## config.mk

```make
export PLATFORM = sky130hd
export DESIGN_NAME = lcd_setup_ctrl
export DESIGN_NICKNAME = d
export VERILOG_FILES = /design/src/rtl/lcd_setup_pkg.sv /design/src/rtl/host_byte_if.sv /design/src/rtl/lcd_setup_ctrl.sv /design/src/rtl/line_start_calc.sv /design/src/rtl/operand_collector.sv
export SDC_FILE = /design/constraint.sdc
export NUM_CORES = 1
export LEC_CHECK = 0
export BUFFER_PORTS_ARGS = -buffer_cell sky130_fd_sc_hd__buf_2
export CAP_MARGIN = 0
export CORE_ASPECT_RATIO = 1.5
export CORE_MARGIN = 1.5
export CORE_UTILIZATION = 60
export CTS_BUF_LIST = sky130_fd_sc_hd__clkbuf_8
export CTS_CLUSTER_SIZE = 24
export DETAILED_ROUTE_END_ITERATION = 6
export PLACE_DENSITY = 0.89
export SLEW_MARGIN = 20
export SYNTH_ARGS = -nofsm -noshare
export SYNTH_HDL_FRONTEND = slang
export SYNTH_SLANG_ARGS = --single-unit
```

## constraint.sdc

```tcl
create_clock -name sys_clk -period 17.99 [get_ports sys_clk]
set_input_delay 3.598 -clock sys_clk [delete_from_list [all_inputs] [get_ports sys_clk]]
set_output_delay 3.598 -clock sys_clk [all_outputs]
set_load 0.01 [all_outputs]
```

## src/rtl/lcd_setup_pkg.sv

```systemverilog
// constants and types shared by the lcd setup command block
package lcd_setup_pkg;
  localparam logic [7:0] CMD_CURSOR = 8'h21;
  localparam logic [7:0] CMD_OFFSET = 8'h22;
  localparam logic [7:0] CMD_ADDR_PTR = 8'h24;
  localparam logic [7:0] CMD_TEXT_BASE = 8'h40;
  localparam logic [7:0] CMD_TEXT_WIDTH = 8'h41;
  localparam logic [7:0] CMD_GFX_BASE = 8'h42;
  localparam logic [7:0] CMD_GFX_WIDTH = 8'h43;
  localparam logic [3:0] MODE_PREFIX = 4'h8;
  localparam int MODE_CG_BIT = 3;
  localparam logic [2:0] COMB_OR = 3'h0;
  localparam logic [2:0] COMB_XOR = 3'h1;
  localparam logic [2:0] COMB_AND = 3'h3;
  localparam logic [2:0] COMB_ATTR = 3'h4;
  localparam int BYTE_W = 8;
  localparam int CURSOR_X_W = 7;
  localparam int CURSOR_Y_W = 5;
  localparam int HALF_ROW_W = 4;
  localparam int OFFSET_W = 5;
  localparam int ADDR_W = 16;
  localparam int ROW_W = 3;
  localparam int LINE_W = 5;
  localparam logic [7:0] RST_BYTE = 8'h00;
  localparam logic [15:0] RST_ADDR = 16'h0000;
  localparam logic [7:0] COLS_BOTH_HIGH = 8'h20;
  typedef enum logic [1:0] {
    or_combine,
    exclusive_or_combine,
    and_combine,
    attribute_combine
  } combine_type;
endpackage

```

## src/rtl/host_byte_if.sv

```systemverilog
// carrier between the host byte decoder and the operand collector
`timescale 1ns/1ps
interface host_byte_if;
  logic byte_valid;
  logic is_command;
  logic [7:0] byte_value;
  logic [7:0] first_operand;
  logic [7:0] second_operand;
  modport source (output byte_valid, output is_command, output byte_value,
                  input first_operand, input second_operand);
  modport collector (input byte_valid, input is_command, input byte_value,
                     output first_operand, output second_operand);
endinterface

```

## src/rtl/lcd_setup_ctrl.sv

```systemverilog
// setup command decoder and pointer, area and mode registers
`timescale 1ns/1ps
module lcd_setup_ctrl #(
  parameter logic [7:0] COLS_BOTH_LOW = 8'h28,
  parameter logic [7:0] COLS_A_HIGH = 8'h40,
  parameter logic [7:0] COLS_B_HIGH = 8'h50
) (
  input wire logic sys_clk,
  input wire logic reset_n,
  // host parallel port pins
  input wire logic host_write_n,
  input wire logic host_cmd_sel,
  input wire logic [lcd_setup_pkg::BYTE_W-1:0] host_data,
  // hardware straps
  input wire logic column_select_pin_a,
  input wire logic column_select_pin_b,
  input wire logic dual_scan_pin,
  // requests from the display scan logic, same clock
  input wire logic [lcd_setup_pkg::BYTE_W-1:0] glyph_code,
  input wire logic [lcd_setup_pkg::ROW_W-1:0] glyph_row,
  input wire logic [lcd_setup_pkg::LINE_W-1:0] line_index,
  // register outputs
  output logic [lcd_setup_pkg::CURSOR_X_W-1:0] cursor_x,
  output logic [lcd_setup_pkg::CURSOR_Y_W-1:0] cursor_y,
  output logic [lcd_setup_pkg::HALF_ROW_W-1:0] cursor_half_row,
  output logic cursor_lower_half,
  output logic [lcd_setup_pkg::OFFSET_W-1:0] glyph_offset,
  output logic [lcd_setup_pkg::ADDR_W-1:0] addr_pointer,
  output logic [lcd_setup_pkg::ADDR_W-1:0] text_base_addr,
  output logic [lcd_setup_pkg::BYTE_W-1:0] text_line_width,
  output logic [lcd_setup_pkg::ADDR_W-1:0] graphic_base_addr,
  output logic [lcd_setup_pkg::BYTE_W-1:0] graphic_line_width,
  output lcd_setup_pkg::combine_type combine_mode,
  output logic user_glyph_ram_mode,
  output logic attribute_text_only,
  output logic graphic_layer_enable,
  output logic [lcd_setup_pkg::BYTE_W-1:0] visible_column_count,
  output logic text_contiguous,
  output logic graphic_contiguous,
  output logic [lcd_setup_pkg::ADDR_W-1:0] glyph_addr,
  output logic glyph_from_ram,
  output logic [lcd_setup_pkg::ADDR_W-1:0] text_line_start,
  output logic [lcd_setup_pkg::ADDR_W-1:0] graphic_line_start
);
  import lcd_setup_pkg::*;

  typedef struct packed {
    // pin synchronisers: stage one feeds stage two only
    logic wr_s1;
    logic wr_s2;
    logic wr_prev;
    logic cd_s1;
    logic cd_s2;
    logic [BYTE_W-1:0] data_s1;
    logic [BYTE_W-1:0] data_s2;
    logic [1:0] cols_s1;
    logic [1:0] cols_s2;
    logic dual_s1;
    logic dual_s2;
    // setup registers
    logic [CURSOR_X_W-1:0] cursor_x;
    logic [CURSOR_Y_W-1:0] cursor_y;
    logic [HALF_ROW_W-1:0] half_row;
    logic lower_half;
    logic [OFFSET_W-1:0] offset;
    logic [ADDR_W-1:0] addr_ptr;
    logic [ADDR_W-1:0] text_base;
    logic [BYTE_W-1:0] text_width;
    logic [ADDR_W-1:0] gfx_base;
    logic [BYTE_W-1:0] gfx_width;
    combine_type combine;
    logic ext_glyph;
    logic attr_only;
    logic gfx_enable;
    logic [BYTE_W-1:0] cols;
    logic text_contig;
    logic gfx_contig;
    logic [ADDR_W-1:0] glyph_addr;
    logic glyph_ram;
  } state_type;

  localparam state_type STATE_RESET = '{
    // strobe idles high, so the edge detector starts without a false edge
    wr_s1: 1'b1,
    wr_s2: 1'b1,
    wr_prev: 1'b1,
    cd_s1: 1'b0,
    cd_s2: 1'b0,
    data_s1: RST_BYTE,
    data_s2: RST_BYTE,
    cols_s1: 2'h0,
    cols_s2: 2'h0,
    dual_s1: 1'b0,
    dual_s2: 1'b0,
    // setup registers have no useful default; the host programs them all
    cursor_x: '0,
    cursor_y: '0,
    half_row: '0,
    lower_half: 1'b0,
    offset: '0,
    addr_ptr: RST_ADDR,
    text_base: RST_ADDR,
    text_width: RST_BYTE,
    gfx_base: RST_ADDR,
    gfx_width: RST_BYTE,
    combine: or_combine,
    ext_glyph: 1'b0,
    // the graphic layer draws until attribute mode is chosen
    attr_only: 1'b0,
    gfx_enable: 1'b1,
    // straps are decoded a few cycles after release
    cols: RST_BYTE,
    text_contig: 1'b0,
    gfx_contig: 1'b0,
    glyph_addr: RST_ADDR,
    glyph_ram: 1'b0
  };

  logic rst_meta_n;
  logic rst_n;
  state_type state_r;
  state_type state_nxt;
  host_byte_if byte_bus ();
  logic [BYTE_W-1:0] op1;
  logic [BYTE_W-1:0] op2;
  logic [BYTE_W-1:0] cmd;

  // address commands send the low byte first, so the older operand is the low half
  function automatic logic [ADDR_W-1:0] operand_word(
    input logic [BYTE_W-1:0] low_byte,
    input logic [BYTE_W-1:0] high_byte
  );
    return {high_byte, low_byte};
  endfunction

  // only the both-high strap count is fixed; the other three are parameters
  function automatic logic [BYTE_W-1:0] strap_columns(
    input logic [1:0] straps
  );
    logic [BYTE_W-1:0] count;
    count = COLS_BOTH_LOW;
    if (straps == 2'h3) begin
      count = COLS_BOTH_HIGH;
    end else if (straps == 2'h1) begin
      count = COLS_A_HIGH;
    end else if (straps == 2'h2) begin
      count = COLS_B_HIGH;
    end
    return count;
  endfunction

  // the mode command defines four of the eight combine codes
  function automatic logic combine_known(
    input logic [2:0] code
  );
    return (code == COMB_OR) || (code == COMB_XOR) || (code == COMB_AND) || (code == COMB_ATTR);
  endfunction

  // combine code to mode; callers gate it with combine_known
  function automatic combine_type combine_decode(
    input logic [2:0] code
  );
    combine_type mode;
    mode = or_combine;
    if (code == COMB_XOR) begin
      mode = exclusive_or_combine;
    end else if (code == COMB_AND) begin
      mode = and_combine;
    end else if (code == COMB_ATTR) begin
      mode = attribute_combine;
    end
    return mode;
  endfunction

  // reset release passes two flops so every register leaves reset together
  always_ff @(posedge sys_clk or negedge reset_n) begin
    if (!reset_n) begin
      rst_meta_n <= 1'b0;
      rst_n <= 1'b0;
    end else begin
      rst_meta_n <= 1'b1;
      rst_n <= rst_meta_n;
    end
  end

  // a byte is taken on the rising edge of the synchronised write strobe,
  // with the data lines taken through the same two sync stages, as they stood at the strobe rise
  assign byte_bus.byte_valid = state_r.wr_s2 && !state_r.wr_prev;
  assign byte_bus.is_command = state_r.cd_s2;
  assign byte_bus.byte_value = state_r.data_s2;
  assign op1 = byte_bus.first_operand;
  assign op2 = byte_bus.second_operand;
  assign cmd = state_r.data_s2;

  operand_collector u_operands (
    .sys_clk(sys_clk),
    .rst_n(rst_n),
    .bus(byte_bus.collector)
  );

  // next state of every register
  always_comb begin
    state_nxt = state_r;
    // synchronisers
    state_nxt.wr_s1 = host_write_n;
    state_nxt.wr_s2 = state_r.wr_s1;
    state_nxt.wr_prev = state_r.wr_s2;
    state_nxt.cd_s1 = host_cmd_sel;
    state_nxt.cd_s2 = state_r.cd_s1;
    state_nxt.data_s1 = host_data;
    state_nxt.data_s2 = state_r.data_s1;
    state_nxt.cols_s1 = {column_select_pin_b, column_select_pin_a};
    state_nxt.cols_s2 = state_r.cols_s1;
    state_nxt.dual_s1 = dual_scan_pin;
    state_nxt.dual_s2 = state_r.dual_s1;

    // command bytes act on the operand pair collected so far; data bytes
    // only feed the collector and never touch the cursor
    if (byte_bus.byte_valid && byte_bus.is_command) begin
      if (cmd == CMD_CURSOR) begin
        state_nxt.cursor_x = op1[CURSOR_X_W-1:0];
        state_nxt.cursor_y = op2[CURSOR_Y_W-1:0];
      end else if (cmd == CMD_OFFSET) begin
        state_nxt.offset = op1[OFFSET_W-1:0];
      end else if (cmd == CMD_ADDR_PTR) begin
        state_nxt.addr_ptr = operand_word(op1, op2);
      end else if (cmd == CMD_TEXT_BASE) begin
        state_nxt.text_base = operand_word(op1, op2);
      end else if (cmd == CMD_TEXT_WIDTH) begin
        state_nxt.text_width = op1;
      end else if (cmd == CMD_GFX_BASE) begin
        state_nxt.gfx_base = operand_word(op1, op2);
      end else if (cmd == CMD_GFX_WIDTH) begin
        state_nxt.gfx_width = op1;
      end else if (cmd[7:4] == MODE_PREFIX) begin
        state_nxt.ext_glyph = cmd[MODE_CG_BIT];
        // undefined combine codes leave the combine setting as it was
        if (combine_known(cmd[2:0])) begin
          state_nxt.combine = combine_decode(cmd[2:0]);
        end
      end
    end

    // dual scan splits the cursor row on its top bit; single scan ignores it
    state_nxt.lower_half = state_r.dual_s2 && state_r.cursor_y[HALF_ROW_W];
    state_nxt.half_row = state_r.cursor_y[HALF_ROW_W-1:0];

    // attribute bytes live in the graphic area, so that layer stops drawing
    state_nxt.attr_only = (state_r.combine == attribute_combine);
    state_nxt.gfx_enable = (state_r.combine != attribute_combine);

    // visible columns are strapped, not programmed
    state_nxt.cols = strap_columns(state_r.cols_s2);
    state_nxt.text_contig = (state_r.text_width == state_r.cols);
    state_nxt.gfx_contig = (state_r.gfx_width == state_r.cols);

    // glyph address and source for the code the scan logic is fetching
    state_nxt.glyph_addr = {state_r.offset, glyph_code, glyph_row};
    state_nxt.glyph_ram = state_r.ext_glyph || glyph_code[BYTE_W-1];
  end

  always_ff @(posedge sys_clk or negedge rst_n) begin
    if (!rst_n) begin
      state_r <= STATE_RESET;
    end else begin
      state_r <= state_nxt;
    end
  end

  // one line start per layer; text and graphic share the line index
  line_start_calc #(
    .ADDR_WIDTH(ADDR_W),
    .WIDTH_BITS(BYTE_W),
    .LINE_BITS(LINE_W)
  ) u_text_line (
    .sys_clk(sys_clk),
    .rst_n(rst_n),
    .base_addr(state_r.text_base),
    .line_width(state_r.text_width),
    .line_index(line_index),
    .line_start(text_line_start)
  );

  line_start_calc #(
    .ADDR_WIDTH(ADDR_W),
    .WIDTH_BITS(BYTE_W),
    .LINE_BITS(LINE_W)
  ) u_gfx_line (
    .sys_clk(sys_clk),
    .rst_n(rst_n),
    .base_addr(state_r.gfx_base),
    .line_width(state_r.gfx_width),
    .line_index(line_index),
    .line_start(graphic_line_start)
  );

  // outputs straight from the state register
  assign cursor_x = state_r.cursor_x;
  assign cursor_y = state_r.cursor_y;
  assign cursor_half_row = state_r.half_row;
  assign cursor_lower_half = state_r.lower_half;
  assign glyph_offset = state_r.offset;
  assign addr_pointer = state_r.addr_ptr;
  assign text_base_addr = state_r.text_base;
  assign text_line_width = state_r.text_width;
  assign graphic_base_addr = state_r.gfx_base;
  assign graphic_line_width = state_r.gfx_width;
  assign combine_mode = state_r.combine;
  assign user_glyph_ram_mode = state_r.ext_glyph;
  assign attribute_text_only = state_r.attr_only;
  assign graphic_layer_enable = state_r.gfx_enable;
  assign visible_column_count = state_r.cols;
  assign text_contiguous = state_r.text_contig;
  assign graphic_contiguous = state_r.gfx_contig;
  assign glyph_addr = state_r.glyph_addr;
  assign glyph_from_ram = state_r.glyph_ram;
endmodule

```

## src/rtl/line_start_calc.sv

```systemverilog
// registered start address of one display line: base plus line times width
`timescale 1ns/1ps
module line_start_calc #(
  parameter int ADDR_WIDTH = 16,
  parameter int WIDTH_BITS = 8,
  parameter int LINE_BITS = 5
) (
  input wire logic sys_clk,
  input wire logic rst_n,
  input wire logic [ADDR_WIDTH-1:0] base_addr,
  input wire logic [WIDTH_BITS-1:0] line_width,
  input wire logic [LINE_BITS-1:0] line_index,
  output logic [ADDR_WIDTH-1:0] line_start
);
  typedef struct packed {
    logic [ADDR_WIDTH-1:0] start;
  } state_type;

  state_type state_r;
  state_type state_nxt;
  logic [WIDTH_BITS+LINE_BITS-1:0] span;

  // product fits its own width; the sum wraps like the memory address
  always_comb begin
    span = line_width * line_index;
    state_nxt.start = base_addr + ADDR_WIDTH'(span);
  end

  always_ff @(posedge sys_clk or negedge rst_n) begin
    if (!rst_n) begin
      state_r <= '{start: '0};
    end else begin
      state_r <= state_nxt;
    end
  end

  assign line_start = state_r.start;
endmodule

```

## src/rtl/operand_collector.sv

```systemverilog
// keeps the last two data bytes written ahead of a command
`timescale 1ns/1ps
module operand_collector
  import lcd_setup_pkg::*;
(
  input wire logic sys_clk,
  input wire logic rst_n,
  host_byte_if.collector bus
);
  typedef struct packed {
    logic [7:0] first;
    logic [7:0] second;
  } state_type;

  state_type state_r;
  state_type state_nxt;

  // each data byte shifts the pair, so surplus bytes age out
  always_comb begin
    state_nxt = state_r;
    if (bus.byte_valid && !bus.is_command) begin
      state_nxt.first = state_r.second;
      state_nxt.second = bus.byte_value;
    end
  end

  always_ff @(posedge sys_clk or negedge rst_n) begin
    if (!rst_n) begin
      state_r <= '{first: RST_BYTE, second: RST_BYTE};
    end else begin
      state_r <= state_nxt;
    end
  end

  assign bus.first_operand = state_r.first;
  assign bus.second_operand = state_r.second;
endmodule
```

==> run metrics <==
total congestion overflow=0; Core Area=17300 um^2; Yosys top cell area share=0.442; initial DRC count=244; Commonest cells post-synth=dfrtp_1 (187), buf_4 (112), inv_1 (98); Max-Cap Viols=0; I/O Buffers=176; ANT cells=0; drt drc=0; # Post-CTS Setup Buffers=0; Routability Congestion=approximately 0.86; Synth area leader=dfrtp_1; HP Class=flip-flop to flip-flop; most common cell in the netlist=dfrtp_1; highest clock rate=0.145 GHz; unrepaired setup endpoints after global routing=false; Int Pwr=0.594 mW; post-DP HPWL=15200 um; #FFs+latches synth=191; Clock H-tree levels=4; Die Ht=166 um; Clk pin slew, worst setup/hold paths=0.10 ns; switching power=0.229 mW; Placed Area=10900 um^2; Post-synth ARST share=1.00; switching part of the total power=0.278; Placed Cells=about 1100; register area share after synthesis=0.452; Period minus WS final=6.88 ns; outcome=finished clean; cts bufs inserted=17; average via count per standard cell=5.37; vias in the first global route=between 6000 and 7000; first-pass GRT wire length=33500 um; PwrDens=73.1 nW/um^2; Final Setup Violations=0; WHS=0.357 ns; layout cells sized above 1=0.339; EDFF count, synth=0; Distinct cells, synth=between 50 and 60; die width=111 um; DR WL/cell=17.4 um; Clock Latency Late Sink=0.45 ns; Max Slew Vio Count=0; largest cells by area after synthesis=dfrtp_1 (44%), fa_1 (11%), mux2_2 (9.4%); fin nets=1091; Syn Std Cell Area=10600 um^2; row count=a little under 60; largest net degree at the start of global routing=roughly 70; GRT Util Overall=0.232; critical path capture point type=flip-flop; Starting Density=0.610; post-cts resize count=0; # fillers=1306; data required time of the worst path=18.38 ns; Final Skew=about 0.011 ns; setup TNS=0 ns; Mapped Cells=880; Tcrit/Tclk final=0.383; Seq pwr share=0.594; CP Max Fanout=16; measured slew at the worst slew-check pin=1.03 ns; CP arrival=7.27 ns; Syn Area/Cell=12.0 um^2; die area=18500 um^2; CTS root buffer=clkbuf_8; Non-Filler Instances=approximately 1200; Vias=approximately 6300; cell area after layout=11200 um^2; Detail Route Antenna Nets=0; hold buffers post-CTS=0; Synth Warn #=0; drt pass-1 iters=4; CTS tree=yes; startpoint type of the worst setup path=input port; initial antenna violation count=0; CTS Sinks=191; combinational share of power=0.071; Relative slew margins=0.311; CTS max path bufs=2; Main synth FF type=dfrtp_1; synth-to-layout area growth=6.27%; Crit Path Category=input port to flip-flop; Clk pwr share=0.335; Final Routed Wirelength=20500 um; Final Hold Fails=0; Leak=about 6.3 nW; Final Util=0.648; # IOs=approximately 180; Peak VDD IR=0.0719 mV
## layer usage
metal | part of all wire | GRT usage | vias up | wire [um]
li1 | - | - | 2883 | -
met1 | 0.38 | 0.274 | 3240 | 7750
met2 | 0.55 | 0.421 | 180 | 11300
met3 | 0.048 | 0.0468 | 29 | 976
met4 | 0.022 | 0.0776 | 0 | 442
met5 | 0 | 0 | - | 0
## cells by family (layout without fill, tap and decap cells)
group,after synthesis,count (layout),synth area share
buffers and inverters,225,309,0.122
AO/OA/AOI/OAI,61,61,0.0369
flip-flops,191,191,0.452
multiplexers,100,100,0.110
adder cells (fa/ha/maj),106,106,0.166
XOR/XNOR,26,26,0.0215
other,2,5,0.000710
AND/OR/NAND/NOR,169,169,0.0907
## path summary, 6_finish.rpt
check | from | slack (ns) | end | depth (start not counted)
max | line_index[3] | 11.11 | u_text_line.line_start[9] | 13
min | state_nxt[124] | 0.36 | byte_bus.byte_value[0] | 0
max reg2reg | text_line_width[3] | 13.98 | u_text_line.line_start[9] | 12
min reg2reg | state_nxt[124] | 0.36 | byte_bus.byte_value[0] | 0
max in group asynchronous | reset_n | 14.98 | rst_n | 1
min in group asynchronous | rst_n | 0.45 | byte_bus.byte_value[4] | 0
## worst max-delay path, stage by stage
cell,delay [ns]
buf_2,0.26
and2_1,0.21
fa_1,0.45
fa_1,0.56
inv_1,0.06
fa_1,0.53
inv_1,0.04
ha_1,0.34
a21oi_1,0.21
nand2_1,0.12
o21a_1,0.21
or4b_2,0.60
nand3_1,0.10
## area by class of cell
class	instances	area [um^2]	share of cell area
clock buffers	17	234	0.0208
clock inverters	15	156	0.0139
inverters	98	368	0.0327
multi-input cells	467	4530	0.403
flip-flops and latches	191	4790	0.426
well taps	213	267	0.0237
repair buffers	179	903	0.0803
## layout by cell type, fill, tap and decap left out, types with 5 or more instances in the layout
master,count
inv_1,100
conb_1,5
clkbuf_8,17
o21ai_0,10
and2_1,61
ha_1,48
dfrtp_1,186
xnor2_1,14
buf_2,176
nand3_1,7
a21oi_1,25
nor3_1,9
nand2_1,40
mux2_2,88
xor2_1,12
nor2b_1,5
fa_1,58
a21o_1,5
nor2_1,15
mux2_4,10
## flip-flops by register name, indices dropped and copies added, names as in the netlist, 2 cells and up
name	flops
state_r	4
byte_bus.byte_value	8
u_operands.bus.first_operand	8
combine_mode	2
visible_column_count	4
glyph_addr	16
text_base_addr	16
u_operands.bus.second_operand	8
graphic_line_width	8
cursor_y	5
u_text_line.line_start	16
addr_pointer	16
graphic_base_addr	16
u_gfx_line.line_start	16
cursor_x	7
glyph_offset	5
text_line_width	8
cursor_half_row	4
state_nxt	14
## stage by stage
step / total power [mW] / worst slack, ns
after CTS: 0.834 / 11.13
after global placement: 0.555 / 10.72
final: 0.823 / 11.11
after global routing: 0.861 / 10.93
after floorplan: 0.524 / 10.86
after detailed placement: 0.558 / 10.63
## power by group through the flow
stage	registers, mW	logic (mW)	clock network, mW
after floorplan	0.483	0.0409	0
after global placement	0.498	0.0568	0
after detailed placement	0.499	0.0594	0
after CTS	0.490	0.0596	0.285
after global routing	0.493	0.0654	0.302
final	0.489	0.0587	0.275
No activity file was read; power rests on OpenSTA's default activity.
